===== config.mk =====
export PLATFORM = sky130hd
export DESIGN_NAME = sfw_synth_regs
export DESIGN_NICKNAME = d
export VERILOG_FILES = /design/src/rtl/sfw_pkg.sv /design/src/rtl/sfw_synth_regs.sv /design/src/rtl/sfw_serial_shift.sv /design/src/rtl/sfw_fb_divider.sv
export SDC_FILE = /design/constraint.sdc
export NUM_CORES = 1
export LEC_CHECK = 0
export ABC_AREA = 1
export BUFFER_PORTS_ARGS = -buffer_cell sky130_fd_sc_hd__buf_4
export CORE_ASPECT_RATIO = 1.75
export CORE_MARGIN = 2
export CORE_UTILIZATION = 65
export CTS_BUF_LIST = sky130_fd_sc_hd__clkbuf_4 sky130_fd_sc_hd__clkbuf_8
export DETAILED_ROUTE_END_ITERATION = 8
export GPL_TIMING_DRIVEN = 0
export PLACE_DENSITY = 0.87
export SYNTH_ARGS = -nofsm -noshare
export SYNTH_HDL_FRONTEND = slang
export SYNTH_SLANG_ARGS = --single-unit

===== constraint.sdc =====
create_clock -name clock -period 7.88 [get_ports clock]
set_input_delay 1.576 -clock clock [delete_from_list [all_inputs] [get_ports clock]]
set_output_delay 1.576 -clock clock [all_outputs]
set_load 0.03 [all_outputs]

===== src/rtl/sfw_pkg.sv =====
// shared constants, types and helpers for the frequency word register bank
package sfw_pkg;
    localparam int unsigned SFW_WORD_W = 24; // serial word length
    localparam int unsigned SFW_ADDR_W = 4; // address field width
    localparam int unsigned SFW_DATA_W = 20; // data field width
    localparam int unsigned SFW_NUM_REGS = 13; // address slots 0..12
    localparam int unsigned SFW_DIV_W = 11; // feedback divide width
    localparam int unsigned SFW_FRAC_W = 22; // fraction word width
    localparam int unsigned SFW_FRAC_LO_W = 12; // low fraction part
    localparam int unsigned SFW_FRAC_HI_W = 10; // high fraction part
    localparam int unsigned SFW_C_W = 7; // coarse sub-counter width
    localparam int unsigned SFW_PSC_W = 5; // prescaler count width
    // register slots
    localparam logic [3:0] SFW_REG_FREQ_LOW = 4'h0; // frequency_word_low
    localparam logic [3:0] SFW_REG_FREQ_HIGH = 4'h1; // frequency_word_high_pump
    localparam logic [3:0] SFW_REG_MOD_TEST = 4'h3; // modulator_and_test_pin
    localparam logic [3:0] SFW_REG_LAST_LOW = 4'h9; // fixed_setup_a
    localparam logic [3:0] SFW_REG_FIXED_B = 4'hc; // fixed_setup_b
    // field positions inside the 24-bit word
    localparam int unsigned SFW_N_LO_MSB = 23; // divide low, msb
    localparam int unsigned SFW_N_LO_LSB = 16; // divide low, lsb
    localparam int unsigned SFW_NUM_LO_MSB = 15; // fraction low, msb
    localparam int unsigned SFW_NUM_LO_LSB = 4; // fraction low, lsb
    localparam int unsigned SFW_N_HI_MSB = 16; // divide high, msb
    localparam int unsigned SFW_N_HI_LSB = 14; // divide high, lsb
    localparam int unsigned SFW_NUM_HI_MSB = 13; // fraction high, msb
    localparam int unsigned SFW_NUM_HI_LSB = 4; // fraction high, lsb
    localparam int unsigned SFW_WIDE_BIT = 22; // wide_fraction_select
    // prescaler moduli
    localparam logic [4:0] SFW_PSC_BASE = 5'h10; // divide by 16
    localparam logic [4:0] SFW_PSC_ADD_A = 5'h01; // plus one
    localparam logic [4:0] SFW_PSC_ADD_B = 5'h04; // plus four
    localparam logic [23:0] SFW_REG_RESET = 24'h000000; // register reset
    // one received serial word
    typedef struct packed {
        logic [SFW_DATA_W-1:0] data; // payload bits
        logic [SFW_ADDR_W-1:0] addr; // target slot
    } sfw_frame_t;
    // decoded frequency word
    typedef struct packed {
        logic [SFW_DIV_W-1:0] divide_value; // feedback_divide_value
        logic [SFW_FRAC_W-1:0] fraction_top_word; // effective numerator
        logic wide_fraction_select; // 22-bit fraction mode
    } sfw_freq_word_t;
    // sub-counter split of the divide value
    typedef struct packed {
        logic [SFW_C_W-1:0] c_cnt; // prescaler cycles per period
        logic [1:0] b_cnt; // cycles at plus four
        logic [1:0] a_cnt; // cycles at plus one
    } sfw_split_t;
    // true for slots that exist
    function automatic logic sfw_addr_mapped(input logic [3:0] a);
        return (a <= SFW_REG_LAST_LOW) || (a == SFW_REG_FIXED_B);
    endfunction
    // split divide value into coarse, b and a counts
    function automatic sfw_split_t sfw_split(input logic [SFW_DIV_W-1:0] n);
        return n;
    endfunction
endpackage


===== src/rtl/sfw_synth_regs.sv =====
// serially loaded frequency word register bank of the synthesizer
`timescale 1ns/100ps
`default_nettype none
module sfw_synth_regs
    import sfw_pkg::*;
#(
    parameter int unsigned NUM_REGS = SFW_NUM_REGS // address slots
)
(
    input wire logic clock, // system clock, 100 MHz
    input wire logic rst_n, // asynchronous reset, active low
    input wire logic ser_clk, // serial shift clock pin
    input wire logic ser_data, // serial data pin
    input wire logic load_en, // load enable pin
    input wire logic vco_in, // oscillator feedback input
    output var sfw_freq_word_t freq_word_q, // decoded frequency word
    output var logic cal_start_q, // calibration start pulse
    output var logic cal_busy_q, // calibration request pending
    output var logic fb_pulse_q, // divided feedback pulse
    output var logic [1:0] mod_sel_q, // prescaler modulus select
    output var logic [SFW_WORD_W-1:0] last_word_q // last accepted word
);
    // reset release chain
    logic rst_meta_q; // first reset stage
    logic rst_sync_n; // released reset

    // pin synchronisers: stage one, stage two, edge history
    logic sclk_s1_q; // serial clock stage one
    logic sclk_s2_q; // serial clock stage two
    logic sclk_s3_q; // serial clock history
    logic sdat_s1_q; // serial data stage one
    logic sdat_s2_q; // serial data stage two, same age as clock stage two
    logic le_s1_q; // load enable stage one
    logic le_s2_q; // load enable stage two
    logic le_s3_q; // load enable history
    logic vco_s1_q; // oscillator stage one
    logic vco_s2_q; // oscillator stage two
    logic vco_s3_q; // oscillator history

    // edge strobes
    logic sclk_rise; // serial clock rising
    logic le_rise; // load enable rising
    logic vco_rise; // oscillator rising

    // frame path
    sfw_frame_t frame; // captured word
    logic frame_valid; // capture strobe
    logic wr_hit; // capture aimed at a real slot

    // register storage, one word per slot
    logic [SFW_WORD_W-1:0] reg_file_q [NUM_REGS]; // stored words
    logic [SFW_WORD_W-1:0] word_low; // slot 0
    logic [SFW_WORD_W-1:0] word_high; // slot 1
    logic [SFW_WORD_W-1:0] word_mod; // slot 3

    // calibration state
    typedef enum logic [1:0] {
        SFW_CAL_IDLE = 2'b01, // no calibration asked
        SFW_CAL_RUN = 2'b10 // calibration asked, awaiting first period
    } sfw_cal_state_t;
    sfw_cal_state_t cal_state_q; // calibration state

    // reset release through two flops
    always_ff @(posedge clock or negedge rst_n) begin
        if (!rst_n) begin
            rst_meta_q <= 1'b0;
            rst_sync_n <= 1'b0;
        end else begin
            rst_meta_q <= 1'b1;
            rst_sync_n <= rst_meta_q;
        end
    end

    // serial clock synchroniser and edge history
    always_ff @(posedge clock or negedge rst_sync_n) begin
        if (!rst_sync_n) begin
            sclk_s1_q <= 1'b0;
            sclk_s2_q <= 1'b0;
            sclk_s3_q <= 1'b0;
        end else begin
            sclk_s1_q <= ser_clk;
            sclk_s2_q <= sclk_s1_q;
            sclk_s3_q <= sclk_s2_q;
        end
    end

    // serial data synchroniser, stage two lines up with the clock edge strobe
    always_ff @(posedge clock or negedge rst_sync_n) begin
        if (!rst_sync_n) begin
            sdat_s1_q <= 1'b0;
            sdat_s2_q <= 1'b0;
        end else begin
            sdat_s1_q <= ser_data;
            sdat_s2_q <= sdat_s1_q;
        end
    end

    // load enable synchroniser and edge history
    always_ff @(posedge clock or negedge rst_sync_n) begin
        if (!rst_sync_n) begin
            le_s1_q <= 1'b0;
            le_s2_q <= 1'b0;
            le_s3_q <= 1'b0;
        end else begin
            le_s1_q <= load_en;
            le_s2_q <= le_s1_q;
            le_s3_q <= le_s2_q;
        end
    end

    // oscillator synchroniser, input must stay well below 50 MHz
    always_ff @(posedge clock or negedge rst_sync_n) begin
        if (!rst_sync_n) begin
            vco_s1_q <= 1'b0;
            vco_s2_q <= 1'b0;
            vco_s3_q <= 1'b0;
        end else begin
            vco_s1_q <= vco_in;
            vco_s2_q <= vco_s1_q;
            vco_s3_q <= vco_s2_q;
        end
    end

    // edges seen only past the second stage
    assign sclk_rise = sclk_s2_q && !sclk_s3_q;
    assign le_rise = le_s2_q && !le_s3_q;
    assign vco_rise = vco_s2_q && !vco_s3_q;

    // data sampled as it stood at the edge
    sfw_serial_shift u_shift (
        .clock(clock),
        .rst_sync_n(rst_sync_n),
        .shift_en(sclk_rise),
        .bit_in(sdat_s2_q),
        .load_pulse(le_rise),
        .frame_q(frame),
        .frame_valid_q(frame_valid)
    );

    // only existing slots are written; others drop the word
    assign wr_hit = frame_valid && sfw_addr_mapped(frame.addr);

    // slot storage; fixed bits are kept as sent and steer nothing
    always_ff @(posedge clock or negedge rst_sync_n) begin
        if (!rst_sync_n) begin
            for (int i = 0; i < NUM_REGS; i++) begin
                reg_file_q[i] <= SFW_REG_RESET;
            end
        end else if (wr_hit) begin
            reg_file_q[frame.addr] <= frame;
        end
    end

    // last accepted word for observation
    always_ff @(posedge clock or negedge rst_sync_n) begin
        if (!rst_sync_n) begin
            last_word_q <= SFW_REG_RESET;
        end else if (wr_hit) begin
            last_word_q <= frame;
        end
    end

    assign word_low = reg_file_q[SFW_REG_FREQ_LOW];
    assign word_high = reg_file_q[SFW_REG_FREQ_HIGH];
    assign word_mod = reg_file_q[SFW_REG_MOD_TEST];

    // frequency word decode from stored slots
    always_ff @(posedge clock or negedge rst_sync_n) begin
        if (!rst_sync_n) begin
            freq_word_q <= '0;
        end else begin
            freq_word_q.divide_value <= {word_high[SFW_N_HI_MSB:SFW_N_HI_LSB],
                word_low[SFW_N_LO_MSB:SFW_N_LO_LSB]};
            freq_word_q.wide_fraction_select <= word_mod[SFW_WIDE_BIT];
            if (word_mod[SFW_WIDE_BIT]) begin
                // wide: both halves
                freq_word_q.fraction_top_word <= {word_high[SFW_NUM_HI_MSB:SFW_NUM_HI_LSB],
                    word_low[SFW_NUM_LO_MSB:SFW_NUM_LO_LSB]};
            end else begin
                // narrow: upper half ignored
                freq_word_q.fraction_top_word <= {{SFW_FRAC_HI_W{1'b0}},
                    word_low[SFW_NUM_LO_MSB:SFW_NUM_LO_LSB]};
            end
        end
    end

    // calibration start on every slot 0 load
    always_ff @(posedge clock or negedge rst_sync_n) begin
        if (!rst_sync_n) begin
            cal_start_q <= 1'b0;
        end else begin
            cal_start_q <= wr_hit && frame.addr == SFW_REG_FREQ_LOW;
        end
    end

    // calibration pending until the loop gives a divided period
    always_ff @(posedge clock or negedge rst_sync_n) begin
        if (!rst_sync_n) begin
            cal_state_q <= SFW_CAL_IDLE;
            cal_busy_q <= 1'b0;
        end else begin
            case (cal_state_q)
                SFW_CAL_IDLE: begin
                    if (cal_start_q) begin
                        cal_state_q <= SFW_CAL_RUN;
                        cal_busy_q <= 1'b1;
                    end
                end
                SFW_CAL_RUN: begin
                    // a fresh start restarts the wait
                    if (fb_pulse_q && !cal_start_q) begin
                        cal_state_q <= SFW_CAL_IDLE;
                        cal_busy_q <= 1'b0;
                    end
                end
                default: begin
                    cal_state_q <= SFW_CAL_IDLE;
                    cal_busy_q <= 1'b0;
                end
            endcase
        end
    end

    // feedback divider driven by the decoded divide value
    sfw_fb_divider u_div (
        .clock(clock),
        .rst_sync_n(rst_sync_n),
        .vco_tick(vco_rise),
        .divide_value(freq_word_q.divide_value),
        .fb_pulse_q(fb_pulse_q),
        .mod_sel_q(mod_sel_q)
    );

    AST_CAL_ON_LOW_LOAD: assert property (@(posedge clock) disable iff (!rst_sync_n)
        frame_valid && frame.addr == 4'h0 |=> cal_start_q ##1 cal_busy_q)
        else $error("slot 0 load did not start calibration");
    AST_CAL_ONLY_LOW: assert property (@(posedge clock) disable iff (!rst_sync_n)
        $rose(cal_start_q) |-> $past(frame_valid) && $past(frame.addr) == 4'h0)
        else $error("calibration started without slot 0 load");
    AST_FRAC_LOW: assert property (@(posedge clock) disable iff (!rst_sync_n)
        freq_word_q.fraction_top_word[11:0] == $past(word_low[15:4]))
        else $error("fraction low bits not from slot 0");
    AST_FRAC_NARROW: assert property (@(posedge clock) disable iff (!rst_sync_n)
        !freq_word_q.wide_fraction_select |-> freq_word_q.fraction_top_word <= 22'h000fff)
        else $error("narrow fraction exceeds 4095");
    AST_FRAC_WIDE: assert property (@(posedge clock) disable iff (!rst_sync_n)
        freq_word_q.wide_fraction_select
        |-> freq_word_q.fraction_top_word[21:12] == $past(word_high[13:4]))
        else $error("wide fraction high bits not from slot 1");
    AST_WIDE_SOURCE: assert property (@(posedge clock) disable iff (!rst_sync_n)
        ##1 freq_word_q.wide_fraction_select == $past(word_mod[22]))
        else $error("wide select not from slot 3 bit 22");
    AST_DIVIDE_SOURCE: assert property (@(posedge clock) disable iff (!rst_sync_n)
        ##1 freq_word_q.divide_value == $past({word_high[16:14], word_low[23:16]}))
        else $error("divide value not from slots 0 and 1");
    AST_UNMAPPED_DROP: assert property (@(posedge clock) disable iff (!rst_sync_n)
        frame_valid && (frame.addr == 4'ha || frame.addr == 4'hb || frame.addr > 4'hc)
        |=> last_word_q == $past(last_word_q) && !cal_start_q)
        else $error("word to missing slot was accepted");
    AST_SLOT_STORE: assert property (@(posedge clock) disable iff (!rst_sync_n)
        wr_hit |=> last_word_q == $past(frame))
        else $error("accepted word not stored");

    // slot storage follows the captured word
    AST_STORE_LOW: assert property (@(posedge clock) disable iff (!rst_sync_n)
        frame_valid && frame.addr == SFW_REG_FREQ_LOW |=> word_low == $past(frame))
        else $error("slot 0 word not stored as sent");
    AST_STORE_HIGH: assert property (@(posedge clock) disable iff (!rst_sync_n)
        frame_valid && frame.addr == SFW_REG_FREQ_HIGH |=> word_high == $past(frame))
        else $error("slot 1 word not stored as sent");
    AST_STORE_MOD: assert property (@(posedge clock) disable iff (!rst_sync_n)
        frame_valid && frame.addr == SFW_REG_MOD_TEST |=> word_mod == $past(frame))
        else $error("slot 3 word not stored as sent");

    // stored slots and frequency word do not move without an accepted word
    AST_SLOTS_STEADY: assert property (@(posedge clock) disable iff (!rst_sync_n)
        !wr_hit |=> $stable(word_low) && $stable(word_high) && $stable(word_mod))
        else $error("stored slot changed without an accepted word");
    AST_FREQ_STEADY: assert property (@(posedge clock) disable iff (!rst_sync_n)
        $stable(word_low) && $stable(word_high) && $stable(word_mod) |=> $stable(freq_word_q))
        else $error("frequency word changed with steady slots");

    // calibration request lifetime
    AST_CAL_BUSY_HOLD: assert property (@(posedge clock) disable iff (!rst_sync_n)
        cal_busy_q && !fb_pulse_q |=> cal_busy_q)
        else $error("calibration request dropped before a divided period");
    AST_CAL_BUSY_END: assert property (@(posedge clock) disable iff (!rst_sync_n)
        cal_busy_q && fb_pulse_q && !cal_start_q |=> !cal_busy_q)
        else $error("calibration request not ended by divided period");
endmodule // sfw_synth_regs
`default_nettype wire


===== src/rtl/sfw_serial_shift.sv =====
// serial word shifter and frame capture
`timescale 1ns/100ps
`default_nettype none
module sfw_serial_shift
    import sfw_pkg::*;
(
    input wire logic clock, // system clock
    input wire logic rst_sync_n, // synchronised reset
    input wire logic shift_en, // serial clock rising edge
    input wire logic bit_in, // synchronised serial data
    input wire logic load_pulse, // load enable rising edge
    output var sfw_frame_t frame_q, // captured word
    output var logic frame_valid_q // one-cycle capture strobe
);
    logic [SFW_WORD_W-1:0] shift_q; // msb-first shift chain

    // shift in msb first on each serial clock rising edge
    always_ff @(posedge clock or negedge rst_sync_n) begin
        if (!rst_sync_n) begin
            shift_q <= SFW_REG_RESET;
        end else if (shift_en) begin
            shift_q <= {shift_q[SFW_WORD_W-2:0], bit_in};
        end
    end

    // take the last 24 bits when load enable rises
    always_ff @(posedge clock or negedge rst_sync_n) begin
        if (!rst_sync_n) begin
            frame_q <= '0;
            frame_valid_q <= 1'b0;
        end else begin
            frame_valid_q <= load_pulse;
            if (load_pulse) begin
                frame_q <= shift_q;
            end
        end
    end

    AST_FRAME_CAPTURE: assert property (@(posedge clock) disable iff (!rst_sync_n)
        load_pulse && !shift_en |=> frame_valid_q && frame_q == $past(shift_q))
        else $error("captured frame differs from shift chain");
endmodule // sfw_serial_shift
`default_nettype wire


===== src/rtl/sfw_fb_divider.sv =====
// feedback divider: three sub-counters steering a 16/17/20/21 prescaler
`timescale 1ns/100ps
`default_nettype none
module sfw_fb_divider
    import sfw_pkg::*;
(
    input wire logic clock, // system clock
    input wire logic rst_sync_n, // synchronised reset
    input wire logic vco_tick, // one pulse per oscillator cycle
    input wire logic [SFW_DIV_W-1:0] divide_value, // total divide
    output var logic fb_pulse_q, // one pulse per divided period
    output var logic [1:0] mod_sel_q // prescaler modulus, b then a
);
    sfw_split_t split; // c, b, a counts
    logic [SFW_PSC_W-1:0] psc_cnt_q; // prescaler position
    logic [SFW_C_W-1:0] cyc_q; // prescaler cycle in period
    logic [SFW_PSC_W-1:0] modulus; // current prescaler modulus
    logic psc_wrap; // last tick of a prescaler cycle
    logic period_end; // last tick of a full period
    logic [SFW_DIV_W-1:0] ticks_q; // helper tick count
    logic [SFW_DIV_W-1:0] div_prev_q; // helper divide copy
    logic clean_q; // helper: period ran with a steady divide

    assign split = sfw_split(divide_value);

    // modulus: 16, plus one while a runs, plus four while b runs
    always_comb begin
        modulus = SFW_PSC_BASE;
        if (cyc_q < SFW_C_W'(split.a_cnt)) begin
            modulus = modulus + SFW_PSC_ADD_A;
        end
        if (cyc_q < SFW_C_W'(split.b_cnt)) begin
            modulus = modulus + SFW_PSC_ADD_B;
        end
    end

    assign psc_wrap = vco_tick && (psc_cnt_q == modulus - SFW_PSC_W'(1));
    assign period_end = psc_wrap && (cyc_q >= split.c_cnt - SFW_C_W'(1));

    // prescaler and coarse counter
    always_ff @(posedge clock or negedge rst_sync_n) begin
        if (!rst_sync_n) begin
            psc_cnt_q <= '0;
            cyc_q <= '0;
            fb_pulse_q <= 1'b0;
            mod_sel_q <= 2'h0;
        end else begin
            fb_pulse_q <= period_end;
            mod_sel_q <= {cyc_q < SFW_C_W'(split.b_cnt), cyc_q < SFW_C_W'(split.a_cnt)};
            if (psc_wrap) begin
                psc_cnt_q <= '0;
                cyc_q <= period_end ? '0 : cyc_q + SFW_C_W'(1);
            end else if (vco_tick) begin
                psc_cnt_q <= psc_cnt_q + SFW_PSC_W'(1);
            end
        end
    end

    // helper: ticks in the running period and steadiness of the divide
    always_ff @(posedge clock or negedge rst_sync_n) begin
        if (!rst_sync_n) begin
            ticks_q <= '0;
            div_prev_q <= '0;
            clean_q <= 1'b0;
        end else begin
            div_prev_q <= divide_value;
            if (period_end) begin
                ticks_q <= '0;
                clean_q <= 1'b1;
            end else begin
                if (vco_tick) begin
                    ticks_q <= ticks_q + SFW_DIV_W'(1);
                end
                if (divide_value != div_prev_q) begin
                    clean_q <= 1'b0;
                end
            end
        end
    end

    AST_PERIOD_LENGTH: assert property (@(posedge clock) disable iff (!rst_sync_n)
        period_end && clean_q && divide_value == div_prev_q
        |-> ticks_q + SFW_DIV_W'(1) == divide_value)
        else $error("divided period does not match divide value");
    AST_MODULUS_RANGE: assert property (@(posedge clock) disable iff (!rst_sync_n)
        modulus == 5'h10 || modulus == 5'h11 || modulus == 5'h14 || modulus == 5'h15)
        else $error("prescaler modulus outside 16/17/20/21");
endmodule // sfw_fb_divider
`default_nettype wire


After elaboration in Yosys (flattened, before gate mapping)
Cells that the tools add are included.
{"block": "classes", "order_cmp": 6, "shift": 0, "n_div": 0, "n_eq_ne": 6, "n_bitwise": 1, "mux": 15, "add_sub_neg": 5, "n_mul": 0, "reduce_logical": 17}
{"cell": "$bwmux W312", "count": 1}
{"cell": "$demux W24 S4", "count": 1}
{"cell": "$mux W24", "count": 1}
{"cell": "$mux W22", "count": 1}
{"cell": "$mux W5", "count": 3}
{"cell": "$lt A7 B2 Y1", "count": 2}
{"cell": "$logic_and A1 B1 Y1", "count": 9}
{"cell": "$add A7 B1 Y7 const B", "count": 1}
{"cell": "$ge A7 B7 Y1", "count": 1}
{"cell": "$mux W7", "count": 1}
{"cell": "$sub A7 B1 Y7 const B", "count": 1}
{"cell": "$add A5 B1 Y5 const B", "count": 1}
{"cell": "$add A5 B3 Y5 const B", "count": 1}
{"cell": "$eq A5 B5 Y1", "count": 1}
{"cell": "$ge A5 B5 Y1 const B", "count": 1}
{"cell": "$lt A5 B1 Y1 const B", "count": 1}
{"cell": "$not A4 Y5", "count": 1}
{"cell": "$sub A5 B1 Y5 const B", "count": 1}
{"cell": "$eq A4 B4 Y1 const B", "count": 1}
{"cell": "$le A4 B4 Y1 const B", "count": 1}
{"cell": "$logic_not A1 Y1", "count": 4}
{"cell": "$logic_not A4 Y1", "count": 1}
{"cell": "$mux W2", "count": 2}
{"cell": "$ne A2 B2 Y1 const B", "count": 2}
{"cell": "8 further kinds", "count": 10}
{"block": "totals", "regBits": 451, "out_inout_bits": 63, "mem_bits_ro": 0, "input_bits": 6, "ramBits": 0, "latchBits": 0, "mem_count": 0, "word_cells": 91}

Depth between registers and ports, before layout
{"block": "logic_depth", "ltp_word": 9, "ltp_mapped": 16, "depth_no_buf": 15}

Modules after synthesis
A second synthesis with hierarchy kept.
{"block": "unflattened", "cells_unflattened": 691, "area_unflattened_um2": 6924.1}
{"module": "sfw_synth_regs", "cells_each": 327, "seq_area_each_um2": 2703.8, "area_per_inst_um2": 3818.7, "instances": 1}
{"module": "sfw_serial_shift", "cells_each": 205, "seq_area_each_um2": 1226.2, "area_per_inst_um2": 1919.3, "instances": 1}
{"module": "sfw_fb_divider", "cells_each": 159, "seq_area_each_um2": 375.4, "area_per_inst_um2": 1186.1, "instances": 1}

Least setup slack after synthesis
No wires, ideal clock.
{"block": "synth_timing", "path_kind": "flip-flop to flip-flop", "startpoint": "register, netlist name freq_word_q[24]", "endpoint": "register u_div.cyc_q[2]", "slack_ps": 5637, "t_required_ps": 7815, "path_buffers": 1, "path_stages_with_launch": 16, "setup_time_ps": 65, "arrival_ps": 2179, "synth_period_minus_slack_ps": 2243, "cell_sequence": "dfrtp_1 -> inv_1 -> ha_1 -> nand2_1 -> inv_2 -> nor2_4 -> inv_1 -> ha_1 -> nand2_1 -> nand3_1 -> nor2_2 -> nand2_1 -> nor2_4 -> buf_6 -> nand3_2 -> nand2_1"}
{"block": "synth_between", "elab_chain_cells": 9}
{"item": "$lt A7 B2 Y1 *", "line": "sfw_fb_divider.sv:29", "text": "if (cyc_q < SFW_C_W'(split.a_cnt)) begin"}
{"item": "$mux W1 *", "line": "sfw_fb_divider.sv:29"}
{"item": "$add A5 B3 Y5", "line": "sfw_fb_divider.sv:33", "text": "modulus = modulus + SFW_PSC_ADD_B;"}
{"item": "$mux W5 *", "line": "sfw_fb_divider.sv:32", "text": "if (cyc_q < SFW_C_W'(split.b_cnt)) begin"}
{"item": "net u_div.modulus[0]", "line": "sfw_fb_divider.sv:17", "text": "logic [SFW_PSC_W-1:0] modulus;"}
{"item": "$sub A5 B1 Y5 *", "line": "sfw_fb_divider.sv:37", "text": "assign psc_wrap = vco_tick && (psc_cnt_q == modulus - SFW_PSC_W'(1));"}
{"item": "$eq A5 B5 Y1 *", "line": "sfw_fb_divider.sv:37"}
{"item": "$logic_and A1 B1 Y1 *", "line": "sfw_fb_divider.sv:37"}
{"item": "$logic_and A1 B1 Y1", "line": "sfw_fb_divider.sv:38", "text": "assign period_end = psc_wrap && (cyc_q >= split.c_cnt - SFW_C_W'(1));"}
{"item": "$mux W7", "line": "sfw_fb_divider.sv:52", "text": "cyc_q <= period_end ? '0 : cyc_q + SFW_C_W'(1);"}
{"item": "end signal: assignment", "line": "sfw_fb_divider.sv:52"}
{"item": "end: declaration", "line": "sfw_fb_divider.sv:16", "text": "logic [SFW_C_W-1:0] cyc_q;"}
The timed path passes the listed nets; every way through them passes the cells marked *.
A chain may end at the register's enable or synchronous reset.

Worst setup path in the final report
{"block": "layout_timing", "startpoint": "register, netlist name freq_word_q[30]", "endpoint": "output freq_word_q[30] (netlist bit)"}
{"item": "end: declaration", "line": "sfw_synth_regs.sv:16", "text": "output var sfw_freq_word_t freq_word_q,"}
No word-level cell between the ends.

==> flow_summary.json <==
{
  "fp.dieW_um": 80.04,
  "p_seq_share_pct": 51.8,
  "rsz0062_at_grt": "no",
  "dr.pass1.iters": 5,
  "placed_cells": 825,
  "powerDensity_nw_per_um2": 270.6,
  "gp_congestion": 0.8183,
  "swShare_pct": 30.38,
  "max_stage_delay_ps": 440,
  "outcome": "finished clean",
  "via_per_inst": 5.503,
  "die-area_um2": 10970,
  "p_int_mw": 1.455,
  "routed_wl_mm": 13.76,
  "first_global_vias": 4808,
  "rows": 48,
  "postCtsSetupRepairBufs": 0,
  "crit_chain": "buf_4",
  "final_cells": 857,
  "antenna_found_initial": 0,
  "cts_sinks": 172,
  "place_area_um2": 7303,
  "final_area_um2": 7724,
  "htree_levels": 4,
  "min_period_ps": 2664,
  "worstSetupEndpointType": "output pin",
  "grt_pass1_wl_mm": 22.27,
  "crit_buf_inv": 1,
  "hold_buffers": 0,
  "slowest_stage": "dfrtp_1",
  "drc": 0,
  "startpoint": "freq_word_q[30]",
  "fin_skew_ps": 12.25,
  "cp_top_family": "flip-flops",
  "cts_tree": "done",
  "insertion_delay_ps": 460,
  "drt_iter0_drc": 411,
  "crit_arrival_ps": 1090,
  "cts_resized": 0,
  "multiInputGateArea_um2": 1897,
  "p_switching_uw": 634.8,
  "ys_seq_area_share_pct": 65.46,
  "syn_area_per_cell_um2": 10.44,
  "clk_path_buf_depth": 2,
  "ant_nets": 0,
  "postSynthNetCount": 649,
  "synth_edf_count": 0,
  "ys_ff_latch": 172,
  "via_count": 4716,
  "worst-setup-path-type": "reg -> out",
  "yosys_warnings": 0,
  "die_h_um": 137.1,
  "fillCellCount": 598,
  "synth_cells": 630,
  "setup_slack_ps": 5217,
  "finalNetCount": 738,
  "crit_path_start_kind": "flip-flop",
  "finalSetupViolCount": 0,
  "peakVddDrop_uv": 176.1,
  "worstPathRequired_ps": 6300,
  "ioPinCount": 69,
  "area_delta_synth_final_pct": 17.42,
  "synth_cell_types": 33,
  "grt_max_degree": 79,
  "post-route-period-util_pct": 33.80,
  "hold_violations": 0,
  "avgRoutedWirePerCell_um": 16.06,
  "postSynth.topFlopCell": "dfrtp_1",
  "cts_buffers": 17,
  "place_ws_ps": 5569,
  "async_flop_share_pct": 100.0,
  "core_um2": 9849,
  "drive_above_1_share_pct": 21.04,
  "hp-class": "reg -> async",
  "setup-tns-final_ps": 0,
  "cts_root_buf": "clkbuf_8",
  "overflow": 0,
  "regArea_um2": 4309,
  "port_buffers": 68,
  "max_cap_viol_count": 0,
  "power_frac_clock_pct": 30.7,
  "maxSlewViolCount": 0,
  "start_util_pct": 66.78,
  "power.share.combinational_pct": 17.5,
  "tightest_slew_ps": 594.2,
  "leakage_nw": 4.053,
  "max_slew_margin_pct": 60.24,
  "fmax_mhz": 375.4,
  "path_max_fanout": 4,
  "total_power_mw": 2.090,
  "r2r-start": "freq_word_q[27]",
  "dp_hpwl_mm": 9.655,
  "insertedDiodeCount": 0,
  "syn_area_um2": 6578,
  "clk_pin_slew_ps": 90,
  "track_usage_pct": 27.03
}
-- worst paths after layout --
check | slack [ps] | depth (start not counted) | endpoint
max | 5220 | 1 | freq_word_q[30]
min | 190 | 0 | last_word_q[21]
max reg2reg | 5530 | 12 | u_div.cyc_q[0]
min reg2reg | 190 | 0 | last_word_q[21]
max in group asynchronous | 6670 | 2 | word_low[7]
min in group clock | 350 | 0 | sdat_s2_q
-- registers in the layout, summed over array words and instances, names as in the netlist, 2 cells and up --
signal / flops
u_div.mod_sel_q: 2
u_shift.shift_q: 24
u_div.psc_cnt_q: 5
last_word_q: 24
u_shift.frame_q: 24
word_high: 13
freq_word_q: 34
u_div.cyc_q: 7
word_low: 20
-- worst register-to-register path, cell delays in order, from the launching register on --
cell and delay [ps]:
dfrtp_1 400, inv_1 120, ha_1 200, nand2_1 110
nor3_1 230, xnor2_1 160, ha_1 280, a21o_1 200
nor2_1 90, nand2_1 120, nor2_8 200, nand3_2 100
nand2_1 80
-- cell usage in the layout (no fill, tap or decap), types with 3 or more instances in the layout --
cell type   count
a21oi_1         4
buf_2           9
buf_4          70
bufinv_16       3
clkbuf_1       10
clkbuf_8       18
clkinvlp_4      4
dfrtp_1       170
ha_1           13
inv_1          63
inv_2           8
inv_6           3
mux2_2          8
nand2_1       171
nand3_1        16
nand3_2        10
nand4_1         3
nor2_1         19
nor2_2          6
nor2_4          3
nor3_1          3
o21ai_0        56
o21ai_1        30
xnor2_1         4
xor2_1          8
-- synth_stat cells (4+ instances only) --
cell,number,share of area [%]
xnor2_1,4,0.53
nand3_2,10,1.5
o21ai_0,56,4.3
nor2_1,19,1.1
mux2_2,8,1.4
a21oi_1,4,0.30
dfrtp_1,171,65
o21ai_1,30,2.3
nand3_1,16,1.2
buf_2,9,0.68
inv_2,8,0.46
nand2_1,171,9.8
clkbuf_1,10,0.57
inv_1,63,3.6
nor2_2,6,0.57
xor2_1,8,1.1
ha_1,13,2.5
-- stage by stage --
step	util [%]	hold WS, ps
after floorplan	-	331.2
after global placement	73.55	335.4
after detailed placement	74.15	209.4
after CTS	78.42	207.8
after global routing	78.42	220.0
final	78.42	191.3
-- routing by layer --
| layer | up-vias | global-route usage, % | share of wire, % |
|---|---|---|---|
| met3 | 29 | 6.069 | 4.2 |
| met2 | 157 | 48.84 | 57 |
| met4 | 0 | 12.81 | 2.6 |
| met1 | 2366 | 29.46 | 36 |
| li1 | 2164 | - | - |
| met5 | - | 0 | 0 |
-- power by group through the flow --
stage | Combinational, mW | Clock, mW | Sequential, mW
2_1_floorplan | 0.153 | 0 | 1.16
3_3_place_gp | 0.323 | 0 | 1.10
3_5_place_dp | 0.363 | 0 | 1.10
4_1_cts | 0.368 | 0.647 | 1.08
5_1_grt | 0.402 | 0.689 | 1.10
6_report | 0.365 | 0.642 | 1.08
-- layout make-up --
class / instances / area share, %
sequential: 172 / 55.79
multi-input combinational: 365 / 24.56
timing repair buffer: 70 / 7.322
inverter: 71 / 3.451
clock buffer: 19 / 3.305
clock inverter: 13 / 2.138
tap: 125 / 2.025
buffer: 22 / 1.409
-- kinds of logic after synthesis --
family / Yosys count / synth area share [%]
buffers and inverters: 93 / 5.707
XOR/XNOR: 12 / 1.598
AND/OR/NAND/NOR: 237 / 16.04
AO/OA/AOI/OAI: 94 / 7.305
adder cells (fa/ha/maj): 13 / 2.473
other: 1 / 0.05701
multiplexers: 8 / 1.370
flip-flops: 172 / 65.46
Note: power is estimated with default switching activity, not from simulation.
